[src/tsc_pkg.sv]
// Shared constants and types for the touch scan controller
package tsc_pkg;
  // ----------------------------------------
  // Geometry
  // ----------------------------------------
  localparam int NUM_IN = 6;
  localparam int MEAS_W = 16;
  localparam int CAL_W = 10;
  localparam logic [2:0] CHAN_NONE = 3'h7;

  // ----------------------------------------
  // Register offsets and reset values
  // ----------------------------------------
  localparam logic [7:0] ADDR_SAMPLING = 8'h24;
  localparam logic [7:0] ADDR_CAL_REQ = 8'h26;
  localparam logic [7:0] ADDR_INT_EN = 8'h27;
  localparam logic [7:0] ADDR_RPT_EN = 8'h28;
  localparam logic [7:0] ADDR_MULTI = 8'h2a;
  localparam logic [7:0] RST_SAMPLING = 8'h39;
  localparam logic [7:0] RST_CAL_REQ = 8'h00;
  localparam logic [7:0] RST_INT_EN = 8'h3f;
  localparam logic [7:0] RST_RPT_EN = 8'h3f;
  localparam logic [7:0] RST_MULTI = 8'h80;

  // ----------------------------------------
  // Field layout
  // ----------------------------------------
  localparam logic [7:0] SAMPLING_MASK = 8'h7f;
  localparam logic [7:0] IN_MASK = 8'h3f;
  localparam logic [7:0] MULTI_MASK = 8'h8c;
  localparam int AVG_LSB = 4;
  localparam int SAMP_LSB = 2;
  localparam int CYCLE_LSB = 0;
  localparam int BLK_EN_BIT = 7;
  localparam int LIMIT_LSB = 2;

  // ----------------------------------------
  // Timing
  // ----------------------------------------
  localparam int CLK_MHZ = 10;
  localparam int SAMPLE_BASE_US = 320;
  localparam int SAMPLE_BASE_CYC = SAMPLE_BASE_US * CLK_MHZ;
  localparam int TICK_MS = 35;
  localparam int TICK_CYC = TICK_MS * 1000 * CLK_MHZ;
  localparam int CAL_MAX_MS = 600;
  localparam int CAL_TICKS = CAL_MAX_MS / TICK_MS;

  // ----------------------------------------
  // Carriers
  // ----------------------------------------
  typedef struct packed {
    logic [2:0] sample_count_select;
    logic [1:0] single_sample_duration;
    logic [1:0] cycle_period_select;
  } tsc_cfg_t;

  typedef struct packed {
    logic active;
    logic [2:0] chan;
  } tsc_afe_req_t;

  typedef struct packed {
    logic valid;
    logic [2:0] chan;
    logic [MEAS_W-1:0] value;
  } tsc_meas_t;
endpackage

[src/tsc_touch_ctrl.sv]
// Touch controller top: registers, recalibration, blocking, events
`timescale 1ns/1ps
`default_nettype none
module tsc_touch_ctrl #(
  parameter int TICK_CYC_P = tsc_pkg::TICK_CYC, // Cycles per 35 ms step
  parameter int SAMPLE_CYC_P = tsc_pkg::SAMPLE_BASE_CYC // Cycles per 320 us
) (
  input wire logic i_sys_clk, // System clock, 10 MHz
  input wire logic i_rst_b, // Async reset, active low
  input wire logic i_reg_wr, // Register write strobe
  input wire logic i_reg_rd, // Register read strobe
  input wire logic [7:0] i_reg_addr, // Register offset
  input wire logic [7:0] i_reg_wdata, // Write data
  output logic [7:0] o_reg_rdata, // Read data, next cycle
  input wire logic i_active, // Device in active state
  input wire logic [5:0] i_input_enable, // Inputs in the scan
  input wire logic i_release_irq_suppress, // No release events on repeat-enabled inputs
  input wire logic [3:0] i_repeat_interval_select, // Repeat interval code
  input wire logic [15:0] i_afe_count, // Front end sample result
  output var tsc_pkg::tsc_afe_req_t o_afe_req, // Front end request
  output var tsc_pkg::tsc_meas_t o_meas, // Averaged result
  output logic o_low_power, // Rest of cycle period
  input wire logic [5:0] i_touch_raw, // Threshold crossings
  input wire logic [5:0] i_cal_done, // Front end calibration done
  input wire logic [9:0] i_cal_value, // Value for done input
  output logic [5:0] o_cal_start, // Calibration start pulses
  output logic [59:0] o_calibration_value, // Six ten-bit values
  output logic [5:0] o_base_valid, // Base count usable
  output logic [5:0] o_touch_status, // Accepted touches
  output logic o_simultaneous_touch_flag, // Too many touches
  output logic o_irq_req // Interrupt event pulse
);
  import tsc_pkg::*;

  localparam int TW = $clog2(TICK_CYC_P);

  // ----------------------------------------
  // Storage
  // ----------------------------------------
  logic [7:0] samp_cfg_r;
  logic [5:0] cal_req_r;
  logic [5:0] int_en_r;
  logic [5:0] rpt_en_r;
  logic [7:0] multi_r;
  logic [TW-1:0] tick_cnt_r;
  logic tick;
  logic [5:0] cal_busy_r;
  logic [4:0] cal_tmr_r [NUM_IN];
  logic [CAL_W-1:0] cal_val_r [NUM_IN];
  logic [5:0] cal_ok;
  logic [5:0] cal_tout;
  logic [5:0] cal_end;
  logic [5:0] raw_eff;
  logic [5:0] acc_nxt;
  logic [5:0] acc_r;
  logic simultaneous_touch_flag_nxt;
  logic simultaneous_touch_flag_r;
  logic [2:0] lim;
  logic blk_en;
  logic [5:0] key_ev;
  logic irq_r;
  logic [7:0] rdata_r;
  tsc_cfg_t cfg;

  // Count of set bits in an input mask
  function automatic logic [2:0] ones(input logic [5:0] v);
    logic [2:0] n;
    n = 3'h0;
    for (int i = 0; i < NUM_IN; i++) begin
      n = n + {2'h0, v[i]};
    end
    return n;
  endfunction

  // ----------------------------------------
  // Register writes and reads
  // ----------------------------------------
  // Plain configuration registers
  always_ff @(posedge i_sys_clk or negedge i_rst_b) begin
    if (!i_rst_b) begin
      samp_cfg_r <= RST_SAMPLING;
      int_en_r <= RST_INT_EN[5:0];
      rpt_en_r <= RST_RPT_EN[5:0];
      multi_r <= RST_MULTI;
    end else if (i_reg_wr) begin
      case (i_reg_addr)
        ADDR_SAMPLING: samp_cfg_r <= i_reg_wdata & SAMPLING_MASK;
        ADDR_INT_EN: int_en_r <= i_reg_wdata[5:0];
        ADDR_RPT_EN: rpt_en_r <= i_reg_wdata[5:0];
        ADDR_MULTI: multi_r <= i_reg_wdata & MULTI_MASK;
        default: ;
      endcase
    end
  end

  // Request bits: writes only set, the routine clears; set wins a tie
  always_ff @(posedge i_sys_clk or negedge i_rst_b) begin
    if (!i_rst_b) begin
      cal_req_r <= RST_CAL_REQ[5:0];
    end else begin
      cal_req_r <= (cal_req_r & ~cal_end)
        | ((i_reg_wr && i_reg_addr == ADDR_CAL_REQ) ? i_reg_wdata[5:0] : 6'h00);
    end
  end

  // Registered read port; unmapped offsets and reserved bits read zero
  always_ff @(posedge i_sys_clk or negedge i_rst_b) begin
    if (!i_rst_b) begin
      rdata_r <= 8'h00;
    end else if (i_reg_rd) begin
      case (i_reg_addr)
        ADDR_SAMPLING: rdata_r <= samp_cfg_r;
        ADDR_CAL_REQ: rdata_r <= {2'h0, cal_req_r};
        ADDR_INT_EN: rdata_r <= {2'h0, int_en_r};
        ADDR_RPT_EN: rdata_r <= {2'h0, rpt_en_r};
        ADDR_MULTI: rdata_r <= multi_r;
        default: rdata_r <= 8'h00;
      endcase
    end
  end

  assign o_reg_rdata = rdata_r;

  // ----------------------------------------
  // 35 ms step divider
  // ----------------------------------------
  // One enable pulse serves the repeat, period and calibration timers
  always_ff @(posedge i_sys_clk or negedge i_rst_b) begin
    if (!i_rst_b) begin
      tick_cnt_r <= '0;
    end else if (tick) begin
      tick_cnt_r <= '0;
    end else begin
      tick_cnt_r <= tick_cnt_r + 1'b1;
    end
  end

  assign tick = (tick_cnt_r == TW'(TICK_CYC_P - 1));

  // ----------------------------------------
  // Sampling sequencer
  // ----------------------------------------
  assign cfg.sample_count_select = samp_cfg_r[AVG_LSB +: 3];
  assign cfg.single_sample_duration = samp_cfg_r[SAMP_LSB +: 2];
  assign cfg.cycle_period_select = samp_cfg_r[CYCLE_LSB +: 2];

  tsc_scan_seq #(
    .SAMPLE_CYC(SAMPLE_CYC_P)
  ) u_seq (
    .i_sys_clk(i_sys_clk),
    .i_rst_b(i_rst_b),
    .i_tick(tick),
    .i_active(i_active),
    .i_input_enable(i_input_enable),
    .i_cfg(cfg),
    .i_afe_count(i_afe_count),
    .o_afe(o_afe_req),
    .o_meas(o_meas),
    .o_low_power(o_low_power)
  );

  // ----------------------------------------
  // Forced recalibration
  // ----------------------------------------
  // End conditions; a press outranks a done in the same cycle
  always_comb begin
    cal_ok = cal_busy_r & i_cal_done & ~i_touch_raw;
    for (int i = 0; i < NUM_IN; i++) begin
      cal_tout[i] = cal_busy_r[i] && !i_cal_done[i] && !i_touch_raw[i] && tick
        && (cal_tmr_r[i] == 5'(CAL_TICKS - 1));
    end
    cal_end = cal_ok | cal_tout;
  end

  // Per-input routine; a press restarts the attempt and its timer
  always_ff @(posedge i_sys_clk or negedge i_rst_b) begin
    if (!i_rst_b) begin
      cal_busy_r <= 6'h00;
      o_cal_start <= 6'h00;
      for (int i = 0; i < NUM_IN; i++) begin
        cal_tmr_r[i] <= 5'h00;
      end
    end else begin
      for (int i = 0; i < NUM_IN; i++) begin
        o_cal_start[i] <= 1'b0;
        if (!cal_busy_r[i]) begin
          if (cal_req_r[i]) begin
            cal_busy_r[i] <= 1'b1;
            cal_tmr_r[i] <= 5'h00;
            o_cal_start[i] <= 1'b1;
          end
        end else if (i_touch_raw[i]) begin
          cal_tmr_r[i] <= 5'h00;
          o_cal_start[i] <= 1'b1;
        end else if (cal_end[i]) begin
          cal_busy_r[i] <= 1'b0;
        end else if (tick) begin
          cal_tmr_r[i] <= cal_tmr_r[i] + 5'h01;
        end
      end
    end
  end

  // Values kept per input; a timed-out attempt leaves the old value
  always_ff @(posedge i_sys_clk or negedge i_rst_b) begin
    if (!i_rst_b) begin
      for (int i = 0; i < NUM_IN; i++) begin
        cal_val_r[i] <= '0;
      end
    end else begin
      for (int i = 0; i < NUM_IN; i++) begin
        if (cal_ok[i]) begin
          cal_val_r[i] <= i_cal_value;
        end
      end
    end
  end

  always_comb begin
    for (int i = 0; i < NUM_IN; i++) begin
      o_calibration_value[i*CAL_W +: CAL_W] = cal_val_r[i];
    end
  end

  assign o_base_valid = ~cal_busy_r;

  // ----------------------------------------
  // Simultaneous touch blocking
  // ----------------------------------------
  assign raw_eff = i_touch_raw & i_input_enable & ~cal_busy_r;
  assign blk_en = multi_r[BLK_EN_BIT];
  assign lim = {1'b0, multi_r[LIMIT_LSB +: 2]} + 3'h1;

  // Held inputs stay; free slots go to inputs in order one to six
  always_comb begin
    logic [2:0] n;
    logic [5:0] held;
    n = 3'h0;
    held = acc_r & raw_eff;
    acc_nxt = raw_eff;
    if (blk_en) begin
      acc_nxt = 6'h00;
      // Held inputs first, trimmed in input order if the limit was lowered
      for (int i = 0; i < NUM_IN; i++) begin
        if (held[i] && n < lim) begin
          acc_nxt[i] = 1'b1;
          n = n + 3'h1;
        end
      end
      for (int i = 0; i < NUM_IN; i++) begin
        if (raw_eff[i] && !held[i] && n < lim) begin
          acc_nxt[i] = 1'b1;
          n = n + 3'h1;
        end
      end
    end
    simultaneous_touch_flag_nxt = blk_en && (ones(raw_eff) > lim);
  end

  always_ff @(posedge i_sys_clk or negedge i_rst_b) begin
    if (!i_rst_b) begin
      acc_r <= 6'h00;
      simultaneous_touch_flag_r <= 1'b0;
    end else begin
      acc_r <= acc_nxt;
      simultaneous_touch_flag_r <= simultaneous_touch_flag_nxt;
    end
  end

  assign o_touch_status = acc_r;
  assign o_simultaneous_touch_flag = simultaneous_touch_flag_r;

  // ----------------------------------------
  // Events and interrupt request
  // ----------------------------------------
  for (genvar g = 0; g < NUM_IN; g++) begin : g_key
    tsc_key_event u_ev (
      .i_sys_clk(i_sys_clk),
      .i_rst_b(i_rst_b),
      .i_tick(tick),
      .i_touch(acc_r[g]),
      .i_rpt_en(rpt_en_r[g]),
      .i_rel_sup(i_release_irq_suppress),
      .i_rpt_sel(i_repeat_interval_select),
      .o_event(key_ev[g])
    );
  end

  // Disabled inputs never reach the interrupt
  always_ff @(posedge i_sys_clk or negedge i_rst_b) begin
    if (!i_rst_b) begin
      irq_r <= 1'b0;
    end else begin
      irq_r <= |(key_ev & int_en_r);
    end
  end

  assign o_irq_req = irq_r;

  // ----------------------------------------
  // Checks
  // ----------------------------------------
  a_cal_req_hold: assert property (@(posedge i_sys_clk) disable iff (!i_rst_b)
    $fell(cal_req_r[0]) |-> $past(cal_busy_r[0]) && $past(cal_end[0]))
    else $error("request bit cleared without a finished routine");
  a_cal_no_press: assert property (@(posedge i_sys_clk) disable iff (!i_rst_b)
    cal_busy_r[0] && $past(cal_busy_r[0]) |-> !acc_r[0])
    else $error("press reported during recalibration");
  a_cal_restart: assert property (@(posedge i_sys_clk) disable iff (!i_rst_b)
    cal_busy_r[1] && i_touch_raw[1] |=> cal_busy_r[1] && o_cal_start[1]
      && (cal_tmr_r[1] == 5'h00))
    else $error("press did not restart recalibration");
  a_cal_value: assert property (@(posedge i_sys_clk) disable iff (!i_rst_b)
    cal_busy_r[2] && i_cal_done[2] && !i_touch_raw[2] |=> cal_val_r[2] == $past(i_cal_value)
      && !cal_busy_r[2])
    else $error("calibration value not updated at completion");
  a_irq_masked: assert property (@(posedge i_sys_clk) disable iff (!i_rst_b)
    int_en_r == 6'h00 && $past(int_en_r) == 6'h00 |-> !o_irq_req)
    else $error("interrupt raised from a disabled input");
  a_limit_kept: assert property (@(posedge i_sys_clk) disable iff (!i_rst_b)
    blk_en && $past(blk_en) && lim == $past(lim) |-> ones(acc_r) <= lim)
    else $error("more touches accepted than the limit");
  a_multi_flag: assert property (@(posedge i_sys_clk) disable iff (!i_rst_b)
    blk_en && ones(raw_eff) > lim |=> simultaneous_touch_flag_r && (ones(acc_r) <= $past(lim)))
    else $error("excess touches not flagged");
  a_no_block: assert property (@(posedge i_sys_clk) disable iff (!i_rst_b)
    !blk_en ##1 !blk_en |-> acc_r == $past(raw_eff) && !simultaneous_touch_flag_r)
    else $error("touches blocked with blocking disabled");
endmodule
`default_nettype wire

[src/tsc_scan_seq.sv]
// Sampling sequencer: samples, averaging and cycle period
`timescale 1ns/1ps
`default_nettype none
module tsc_scan_seq #(
  parameter int SAMPLE_CYC = tsc_pkg::SAMPLE_BASE_CYC // Cycles of shortest sample
) (
  input wire logic i_sys_clk, // System clock
  input wire logic i_rst_b, // Async reset, active low
  input wire logic i_tick, // 35 ms enable pulse
  input wire logic i_active, // Active state
  input wire logic [5:0] i_input_enable, // Inputs in the scan
  input wire tsc_pkg::tsc_cfg_t i_cfg, // Sampling settings
  input wire logic [15:0] i_afe_count, // Front end sample result
  output var tsc_pkg::tsc_afe_req_t o_afe, // Front end request
  output var tsc_pkg::tsc_meas_t o_meas, // Averaged result
  output logic o_low_power // Idle rest of period
);
  import tsc_pkg::*;

  typedef enum {SQ_IDLE, SQ_SAMPLE, SQ_WAIT} tsc_seq_t;

  tsc_seq_t st_r;
  logic [2:0] chan_r;
  logic [6:0] smp_r;
  logic [15:0] dur_r;
  logic [22:0] acc_r;
  logic [2:0] per_r;
  logic [22:0] sum;
  logic last_smp;
  logic dur_end;
  logic per_end;

  // First enabled input at or above a start index
  function automatic logic [2:0] next_chan(input logic [5:0] en, input logic [3:0] from);
    logic [2:0] r;
    r = CHAN_NONE;
    for (int i = NUM_IN - 1; i >= 0; i--) begin
      if (en[i] && (4'(i) >= from)) begin
        r = 3'(i);
      end
    end
    return r;
  endfunction

  // ----------------------------------------
  // Step conditions
  // ----------------------------------------
  assign sum = acc_r + {7'h00, i_afe_count};
  assign dur_end = (dur_r == ((16'(SAMPLE_CYC) << i_cfg.single_sample_duration) - 16'h0001));
  assign last_smp = (smp_r == 7'((8'h01 << i_cfg.sample_count_select) - 8'h01));
  // Period counter is in ticks; a stretched cycle leaves it past the end
  assign per_end = (per_r > {1'b0, i_cfg.cycle_period_select});

  // Sequencer: every sample of one input, then the next
  always_ff @(posedge i_sys_clk or negedge i_rst_b) begin
    if (!i_rst_b) begin
      st_r <= SQ_IDLE;
      chan_r <= 3'h0;
      smp_r <= 7'h00;
      dur_r <= 16'h0000;
      acc_r <= 23'h000000;
    end else if (!i_active) begin
      st_r <= SQ_IDLE;
    end else begin
      case (st_r)
        SQ_IDLE, SQ_WAIT: begin
          if (st_r == SQ_IDLE || per_end) begin
            chan_r <= next_chan(i_input_enable, 4'h0);
            st_r <= (next_chan(i_input_enable, 4'h0) == CHAN_NONE) ? SQ_WAIT : SQ_SAMPLE;
            smp_r <= 7'h00;
            dur_r <= 16'h0000;
            acc_r <= 23'h000000;
          end
        end
        SQ_SAMPLE: begin
          if (!dur_end) begin
            dur_r <= dur_r + 16'h0001;
          end else begin
            dur_r <= 16'h0000;
            if (!last_smp) begin
              smp_r <= smp_r + 7'h01;
              acc_r <= sum;
            end else begin
              smp_r <= 7'h00;
              acc_r <= 23'h000000;
              chan_r <= next_chan(i_input_enable, {1'b0, chan_r} + 4'h1);
              if (next_chan(i_input_enable, {1'b0, chan_r} + 4'h1) == CHAN_NONE) begin
                st_r <= SQ_WAIT;
              end
            end
          end
        end
        default: st_r <= SQ_IDLE;
      endcase
    end
  end

  // Period timer restarts as a new cycle starts, saturates otherwise
  always_ff @(posedge i_sys_clk or negedge i_rst_b) begin
    if (!i_rst_b) begin
      per_r <= 3'h0;
    end else if ((st_r == SQ_IDLE || (st_r == SQ_WAIT && per_end)) && i_active) begin
      per_r <= 3'h0;
    end else if (i_tick && per_r != 3'h7) begin
      per_r <= per_r + 3'h1;
    end
  end

  // Averaged result leaves the block once per input
  always_ff @(posedge i_sys_clk or negedge i_rst_b) begin
    if (!i_rst_b) begin
      o_meas <= '0;
    end else begin
      o_meas.valid <= (st_r == SQ_SAMPLE) && dur_end && last_smp && i_active;
      o_meas.chan <= chan_r;
      o_meas.value <= MEAS_W'(sum >> i_cfg.sample_count_select);
    end
  end

  assign o_afe.active = (st_r == SQ_SAMPLE);
  assign o_afe.chan = chan_r;
  assign o_low_power = (st_r == SQ_WAIT);

  // ----------------------------------------
  // Checks
  // ----------------------------------------
  a_period_hold: assert property (@(posedge i_sys_clk) disable iff (!i_rst_b)
    (st_r == SQ_WAIT) && i_active && !per_end |=> (st_r != SQ_SAMPLE))
    else $error("new scan started before the period ended");
  a_result_after_all: assert property (@(posedge i_sys_clk) disable iff (!i_rst_b)
    o_meas.valid |-> $past(last_smp) && $past(st_r == SQ_SAMPLE))
    else $error("result published before all samples were taken");
endmodule
`default_nettype wire

[src/tsc_key_event.sv]
// Touch, release and auto-repeat event generator for one input
`timescale 1ns/1ps
`default_nettype none
module tsc_key_event (
  input wire logic i_sys_clk, // System clock
  input wire logic i_rst_b, // Async reset, active low
  input wire logic i_tick, // 35 ms enable pulse
  input wire logic i_touch, // Accepted touch level
  input wire logic i_rpt_en, // Auto-repeat enable
  input wire logic i_rel_sup, // Release event suppressed if repeat enabled
  input wire logic [3:0] i_rpt_sel, // Repeat interval code
  output logic o_event // One-cycle event pulse
);
  import tsc_pkg::*;

  logic touch_d_r;
  logic [3:0] rpt_r;
  logic rise;
  logic fall;
  logic rpt_hit;

  assign rise = i_touch && !touch_d_r;
  assign fall = !i_touch && touch_d_r;
  // Interval is (code + 1) ticks of 35 ms
  assign rpt_hit = i_touch && touch_d_r && i_rpt_en && i_tick && (rpt_r == i_rpt_sel);

  // Edge history and repeat counter
  always_ff @(posedge i_sys_clk or negedge i_rst_b) begin
    if (!i_rst_b) begin
      touch_d_r <= 1'b0;
      rpt_r <= 4'h0;
    end else begin
      touch_d_r <= i_touch;
      if (rise || rpt_hit) begin
        rpt_r <= 4'h0;
      end else if (i_touch && i_tick) begin
        rpt_r <= rpt_r + 4'h1;
      end
    end
  end

  // Press always, release unless repeat and suppress, repeat while held
  always_ff @(posedge i_sys_clk or negedge i_rst_b) begin
    if (!i_rst_b) begin
      o_event <= 1'b0;
    end else begin
      o_event <= rise || rpt_hit || (fall && !(i_rpt_en && i_rel_sup));
    end
  end

  // ----------------------------------------
  // Checks
  // ----------------------------------------
  a_press_event: assert property (@(posedge i_sys_clk) disable iff (!i_rst_b)
    $rose(touch_d_r) |-> o_event)
    else $error("touch did not raise an event");
  a_release_quiet: assert property (@(posedge i_sys_clk) disable iff (!i_rst_b)
    $fell(touch_d_r) && $past(i_rpt_en) && $past(i_rel_sup) |-> !o_event)
    else $error("suppressed release still raised an event");
endmodule
`default_nettype wire

[config.mk]
export PLATFORM = sky130hd
export DESIGN_NAME = tsc_touch_ctrl
export DESIGN_NICKNAME = d
export VERILOG_FILES = /design/src/tsc_pkg.sv /design/src/tsc_touch_ctrl.sv /design/src/tsc_scan_seq.sv /design/src/tsc_key_event.sv
export SDC_FILE = /design/constraint.sdc
export NUM_CORES = 1
export LEC_CHECK = 0
export BUFFER_PORTS_ARGS = -buffer_cell sky130_fd_sc_hd__buf_4
export CORE_ASPECT_RATIO = 0.9
export CORE_MARGIN = 1.5
export CORE_UTILIZATION = 64
export CTS_CLUSTER_DIAMETER = 120
export DETAILED_ROUTE_END_ITERATION = 10
export PLACE_DENSITY = 0.91
export SYNTH_ARGS = -nofsm -noshare
export SYNTH_HDL_FRONTEND = slang
export SYNTH_SLANG_ARGS = --single-unit
[constraint.sdc]
create_clock -name i_sys_clk -period 23.1 [get_ports i_sys_clk]
set_input_delay 2.31 -clock i_sys_clk [delete_from_list [all_inputs] [get_ports i_sys_clk]]
set_output_delay 2.31 -clock i_sys_clk [all_outputs]
set_load 0.02 [all_outputs]
==> results.cfg, run 1 <==
[outcome]
status = finished clean

[worst_setup_path]
rr_worst_depth = 67
cp_slowest_stage_delay_ns = 0.63
critPathCaptureType = flop
critPathKind = in2reg
slowest_stage = a2111oi_0
crit_arrival_ns = 18.79
worstPathRequired_ns = 23.56
crit_path_max_fanout = 10
startpoint_type = input port

[clock_network]
cts_hold_buf = 0
post_cts_buffers = 0
cts_resized = 0
cts_tree = done
htreeDepth = 1
clk_pin_slew_ns = 0.06
clkLatencyLatePin_ns = 0.56
root_buffer = clkbuf_16
cts.path.max_buffers = 3
cts_sinks = 275
cts_buffers = 28

[job]
maxCapViolations = 0

[drt]
wl_microns = 43200
ant_nets = 0
drt_iter0_drc = 1310
via_per_inst = 6.43
first_pass_iters = 8
drc = 0
wl_per_cell_microns = 20.7
vias = 13412

[layout]
fin_area_sq_um = 18300
post_route_cells_drive_above_1_share_pct = 21.7
fillers = 1520
final_util_pct = 75.5
area_growth_pct = 16.2
diodes = 0
nNetsFinal = 1915

[sta]
fin_crit_sh_pct = 79.3
finalSetupTns_ns = 0
finalSetupViolations = 0
skew_ns = 0.0101
rsz0062_at_grt = false
final_hold_viol_count = 0
maxSlewViolCount = 0
tightestPinTransition_ns = 1.23
min_period_ns = 18.33
slew_headroom_pct = 17.4
max_freq_mhz = 54.6

[die]
pin_count = 183
dieWidth_microns = 168
rows = 54
start_util_pct = 65.0
dieArea_sq_um = 25500
coreArea_sq_um = 24200
die_h_microns = 152

[yosys]
async_flop_share_pct = 100
syn_area_per_cell_sq_um = 9.87
synthDistinctLibCells = 83
yosysSeqAreaShare_pct = 43.9
ys.flop_type = dfrtp_1
synth_nets = 1753
postSynthCellCount = 1593
synth_edf_count = 0
ys_seq_elements = 275
synth_area_sq_um = 15700
synth_warnings = 0

[pwr]
powerDensity_nw_per_um2 = 105
ir_drop_mv = 0.100
p_leak_nw = 8.56

[global_route]
antenna_found_initial = 0
grt_max_degree = 128
grt_usage_pct = 33.3
gr-total-overflow = 0
grt_pass1_vias = 13028
grt_pass1_wl_microns = 67500

[placement]
hpwl_microns = 29700
post_dp_cell_area_sq_um = 17300
io_buffers = 182
gp_congestion = 0.924

[hold_path]
holdCritPathClass = reg2reg
whs_path_depth = 1
cell usage after synthesis (7+ instances only):
library cell	n	share of area, %
mux2_2	94	6.7
buf_4	7	0.33
xor2_1	79	4.4
o211ai_1	11	0.53
dfstp_2	17	2.8
dfrtp_1	258	41
clkbuf_1	39	0.93
ha_1	86	6.8
inv_1	77	1.8
o21a_1	18	0.86
and3_1	16	0.64
or3_1	13	0.52
o21ai_0	107	3.4
mux2_4	9	0.86
a211oi_1	7	0.33
a31oi_1	15	0.60
nor3_1	25	0.80
a21o_1	13	0.62
nand4_1	22	0.88
nor2b_1	9	0.36
mux2i_1	24	1.5
nand3_1	56	1.8
nor4_1	16	0.64
a21oi_1	73	2.3
o22ai_1	9	0.36
xnor2_1	37	2.1
nor2_1	144	3.4
nand2_1	149	3.6
o31ai_1	13	0.62
a22o_1	23	1.3
a221oi_1	8	0.45
nand2b_1	11	0.44
cells in the final DEF, fill, tap and decap left out, types with 5 or more instances in the layout:
cell / instances
dfrtp_1: 258
buf_4: 187
nand2_1: 149
nor2_1: 144
o21ai_0: 107
mux2_2: 94
ha_1: 86
xor2_1: 79
inv_1: 77
a21oi_1: 73
nand3_1: 56
xnor2_1: 37
clkbuf_16: 28
nor3_1: 25
mux2i_1: 24
a22o_1: 23
nand4_1: 22
o21a_1: 18
dfstp_2: 17
and3_1: 16
nor4_1: 16
a31oi_1: 15
a21o_1: 13
or3_1: 13
o31ai_1: 13
nand2b_1: 11
o211ai_1: 11
nor2b_1: 9
o22ai_1: 9
mux2_4: 9
clkinv_2: 9
a221oi_1: 8
a211oi_1: 7
a31o_2: 6
bufinv_16: 6
and2_1: 5
a21boi_1: 5
flip-flops by register name, summed over array words and instances (netlist names), 7 cells and up:
signal and count:
o_calibration_value 60, cal_tmr_r 30, g_key.u_ev.rpt_r 24, u_seq.acc_r 23
u_seq.o_meas 20, tick_cnt_r 19, u_seq.dur_r 16, o_reg_rdata 8
samp_cfg_r 7, u_seq.smp_r 7
layout make-up:
class | instances | area (sq um) | share of cell area, %
multi-input combinational | 1180 | 8260 | 45.2
sequential | 275 | 6900 | 37.8
timing repair buffer | 188 | 1420 | 7.77
clock buffer | 32 | 716 | 3.92
tap | 308 | 385 | 2.11
inverter | 82 | 308 | 1.69
clock inverter | 20 | 274 | 1.50
per-layer routing:
metal,vias to the layer above,track usage [%],part of all wire [%]
li1,5993,-,-
met3,183,6.08,7.5
met1,6568,43.0,40
met4,0,15.4,4.7
met2,668,55.0,48
met5,-,0,0
path summary, 6_finish.rpt:
path / startpoint / to / slack [ns]
min in group asynchronous: i_rst_b / tick_cnt_r[15] / 1.85
worst min-delay path: tick_cnt_r[0] / tick_cnt_r[0] / 0.50
worst max register to register: multi_r[2] / o_touch_status[5] / 6.00
worst min register to register: tick_cnt_r[0] / tick_cnt_r[0] / 0.50
max in group asynchronous: i_rst_b / u_seq.acc_r[1] / 19.75
worst max-delay path: i_input_enable[0] / o_touch_status[5] / 4.77
kinds of logic (layout without fill, tap and decap cells):
| logic type | after synthesis | after routing | synth area share [%] |
|---|---|---|---|
| XOR/XNOR | 117 | 117 | 6.57 |
| buffers and inverters | 138 | 322 | 3.53 |
| adder cells (fa/ha/maj) | 90 | 90 | 7.35 |
| AND/OR/NAND/NOR | 493 | 493 | 14.7 |
| AO/OA/AOI/OAI | 351 | 351 | 14.6 |
| flip-flops | 275 | 275 | 43.9 |
| multiplexers | 129 | 129 | 9.34 |
worst max-delay path: cells and delay by family:
kind / cells / cell delay (ns)
xor gates and xnor gates: 7 / 1.86
AOI/OAI and AO/OA: 27 / 7.31
and+or+nand+nor: 20 / 3.63
adders and majority gates: 10 / 3.12
buffers and inverters: 2 / 0.21
muxes: 1 / 0.35
power breakdown:
part           total (mW)  switching, mW  internal, mW
Clock               0.492          0.201         0.291
Combinational       0.743          0.437         0.305
Sequential          0.675         0.0838         0.591
per-stage QoR:
| stage | setup WS (ns) | power [mW] | hold slack [ns] | instances |
|---|---|---|---|---|
| 3_3_place_gp | 5.41 | 1.36 | 0.464 | 2033 |
| 4_1_cts | 5.13 | 1.90 | 0.495 | 2085 |
| 5_1_grt | 3.65 | 1.99 | 0.514 | 2085 |
| 2_1_floorplan | 6.85 | 1.11 | 0.429 | 1593 |
| 3_5_place_dp | 4.68 | 1.40 | 0.480 | 2033 |
| 6_report | 4.77 | 1.91 | 0.495 | 2085 |
Power figures use the tool's default switching activity.
==> run 2, diff against run 1 <==
- CORE_UTILIZATION: 64 -> 59
- PLACE_DENSITY: 0.91 -> 0.86
- clock period: 23.1 -> 17.9 ns (I/O delays scaled with it)
==> run 2 against run 1 <==
- wire length is 5.3% lower
- setup slack worse by 3.9 ns
- first-iteration DRC count is 7.3% higher
- final cell count is 2.0% higher
- via count is 2.8% lower
- combinational power is 27% higher
- utilization is 5.4 points lower
- sequential cell count stayed put
- non-clock buffer count is 1 lower
- largest power group unchanged
- highest routed layer unchanged
==> results.cfg, run 2 (same netlist as run 1, synthesis figures left out) <==
[outcome]
status = finished clean

[drt]
first_pass_iters = 5
via_per_inst = 6.13
drc = 0
wl_microns = 40900
vias = 13042
ant_nets = 0
wl_per_cell_microns = 19.2
drt_iter0_drc = 1406

[clock_network]
cts_sinks = 275
cts_buffers = 29
cts_hold_buf = 0
clkLatencyLatePin_ns = 0.55
root_buffer = clkbuf_16
htreeDepth = 1
post_cts_buffers = 0
clk_pin_slew_ns = 0.06
cts_tree = done
cts_resized = 0
cts.path.max_buffers = 3

[global_route]
gr-total-overflow = 0
grt_pass1_wl_microns = 64500
grt_max_degree = 147
antenna_found_initial = 1
grt_pass1_vias = 12566
grt_usage_pct = 29.0

[worst_setup_path]
startpoint_type = input port
reg2reg_from = multi_r[2]
crit_path_max_fanout = 10
slowest_stage = a2111o_1
cp_slowest_stage_delay_ns = 0.54
critPathKind = in2reg
rr_worst_depth = 66
worstPathRequired_ns = 18.36
crit_arrival_ns = 17.48
critPathCaptureType = flop
critPathLaunch = i_input_enable[0]

[hold_path]
holdCritPathClass = reg2reg
whs_path_depth = 2
hold_path.startpoint = u_seq.acc_r[4]

[layout]
seq_area_sq_um = 6900
post_route_cells_drive_above_1_share_pct = 22.1
final_common_cell = dfrtp_1
fillers = 1801
nNetsFinal = 1915
largest_reg_flops = 60
multi_input_area_sq_um = 8330
mostFrequentLayoutCells = dfrtp_1, buf_4, nand2_1
finalNonFillerCells = 2127
fin_area_sq_um = 18300
area_growth_pct = 16.6

[sta]
skew_ns = 0.0108
max_freq_mhz = 58.7
min_period_ns = 17.02
final_hold_viol_count = 0
finalSetupViolations = 0
finalSetupTns_ns = 0
tightestPinTransition_ns = 1.16
maxSlewViolCount = 0
slew_headroom_pct = 22.6
fin_crit_sh_pct = 95.1

[pwr]
powerDensity_nw_per_um2 = 131
power.net_switching_mw = 0.902
p_int_mw = 1.50
p_seq_share_pct = 36.0
p_leak_nw = 8.56
p_clk_share_pct = 24.8
p_sw_share_pct = 37.5
power_frac_comb_pct = 39.2
ir_drop_mv = 0.128

[placement]
io_buffers = 182
dp_cells = 2072
post_dp_cell_area_sq_um = 17300
gp_congestion = 0.931
hpwl_microns = 28800

[die]
dieArea_sq_um = 27600
die_h_microns = 158
pin_count = 183
dieWidth_microns = 175
coreArea_sq_um = 26100
start_util_pct = 60.1
rows = 56

[job]
maxCapViolations = 0
[run 2: cell type report]
class	instances	share of cell area, %
tap	348	2.37
sequential	275	37.6
clock buffer	43	4.46
multi-input combinational	1180	45.5
timing repair buffer	187	7.77
inverter	82	1.68
antenna	1	0.0136
clock inverter	11	0.607
[run 2: routing by layer]
layer	global-route usage, %	up-vias	part of all wire [%]
met4	10.5	0	3.6
li1	-	6004	-
met1	39.4	6392	42
met5	0	-	0
met3	4.23	118	6.6
met2	47.8	528	48
[run 2: final timing paths]
check	to	slack, ns
min in group asynchronous	u_seq.acc_r[10]	1.36
setup / recovery	o_touch_status[5]	0.88
setup reg to reg	o_touch_status[5]	1.48
max in group asynchronous	g_key[1].u_ev.touch_d_r	15.20
hold / removal	u_seq.acc_r[4]	0.49
hold reg to reg	u_seq.acc_r[4]	0.49
[run 2: metrics by stage]
step,utilization (%),setup WS (ns),power [mW],hold WS (ns)
detailed placement,66.3,-0.119,1.79,0.478
floorplan,-,2.17,1.44,0.429
global placement,66.3,0.727,1.76,0.465
finish,70.2,0.875,2.40,0.487
CTS,69.9,0.331,2.40,0.491
global route,70.2,-0.00231,2.52,0.515
[run 2: power by group through the flow]
stage               clock, mW  combinational [mW]  sequential (mW)
floorplan                   0               0.472            0.965
global placement            0               0.893            0.862
detailed placement          0               0.921            0.869
CTS                     0.602               0.932            0.864
global route            0.628                1.01            0.882
finish                  0.595               0.943            0.866
[run 2: critical path: cells and delay by family]
kind	cells	cell delay, ns
adders and majority gates	10	2.93
buffers and inverters	2	0.21
AOI/OAI and AO/OA	25	6.51
and+or+nand+nor	21	3.70
xor gates and xnor gates	8	1.89
muxes	1	0.38
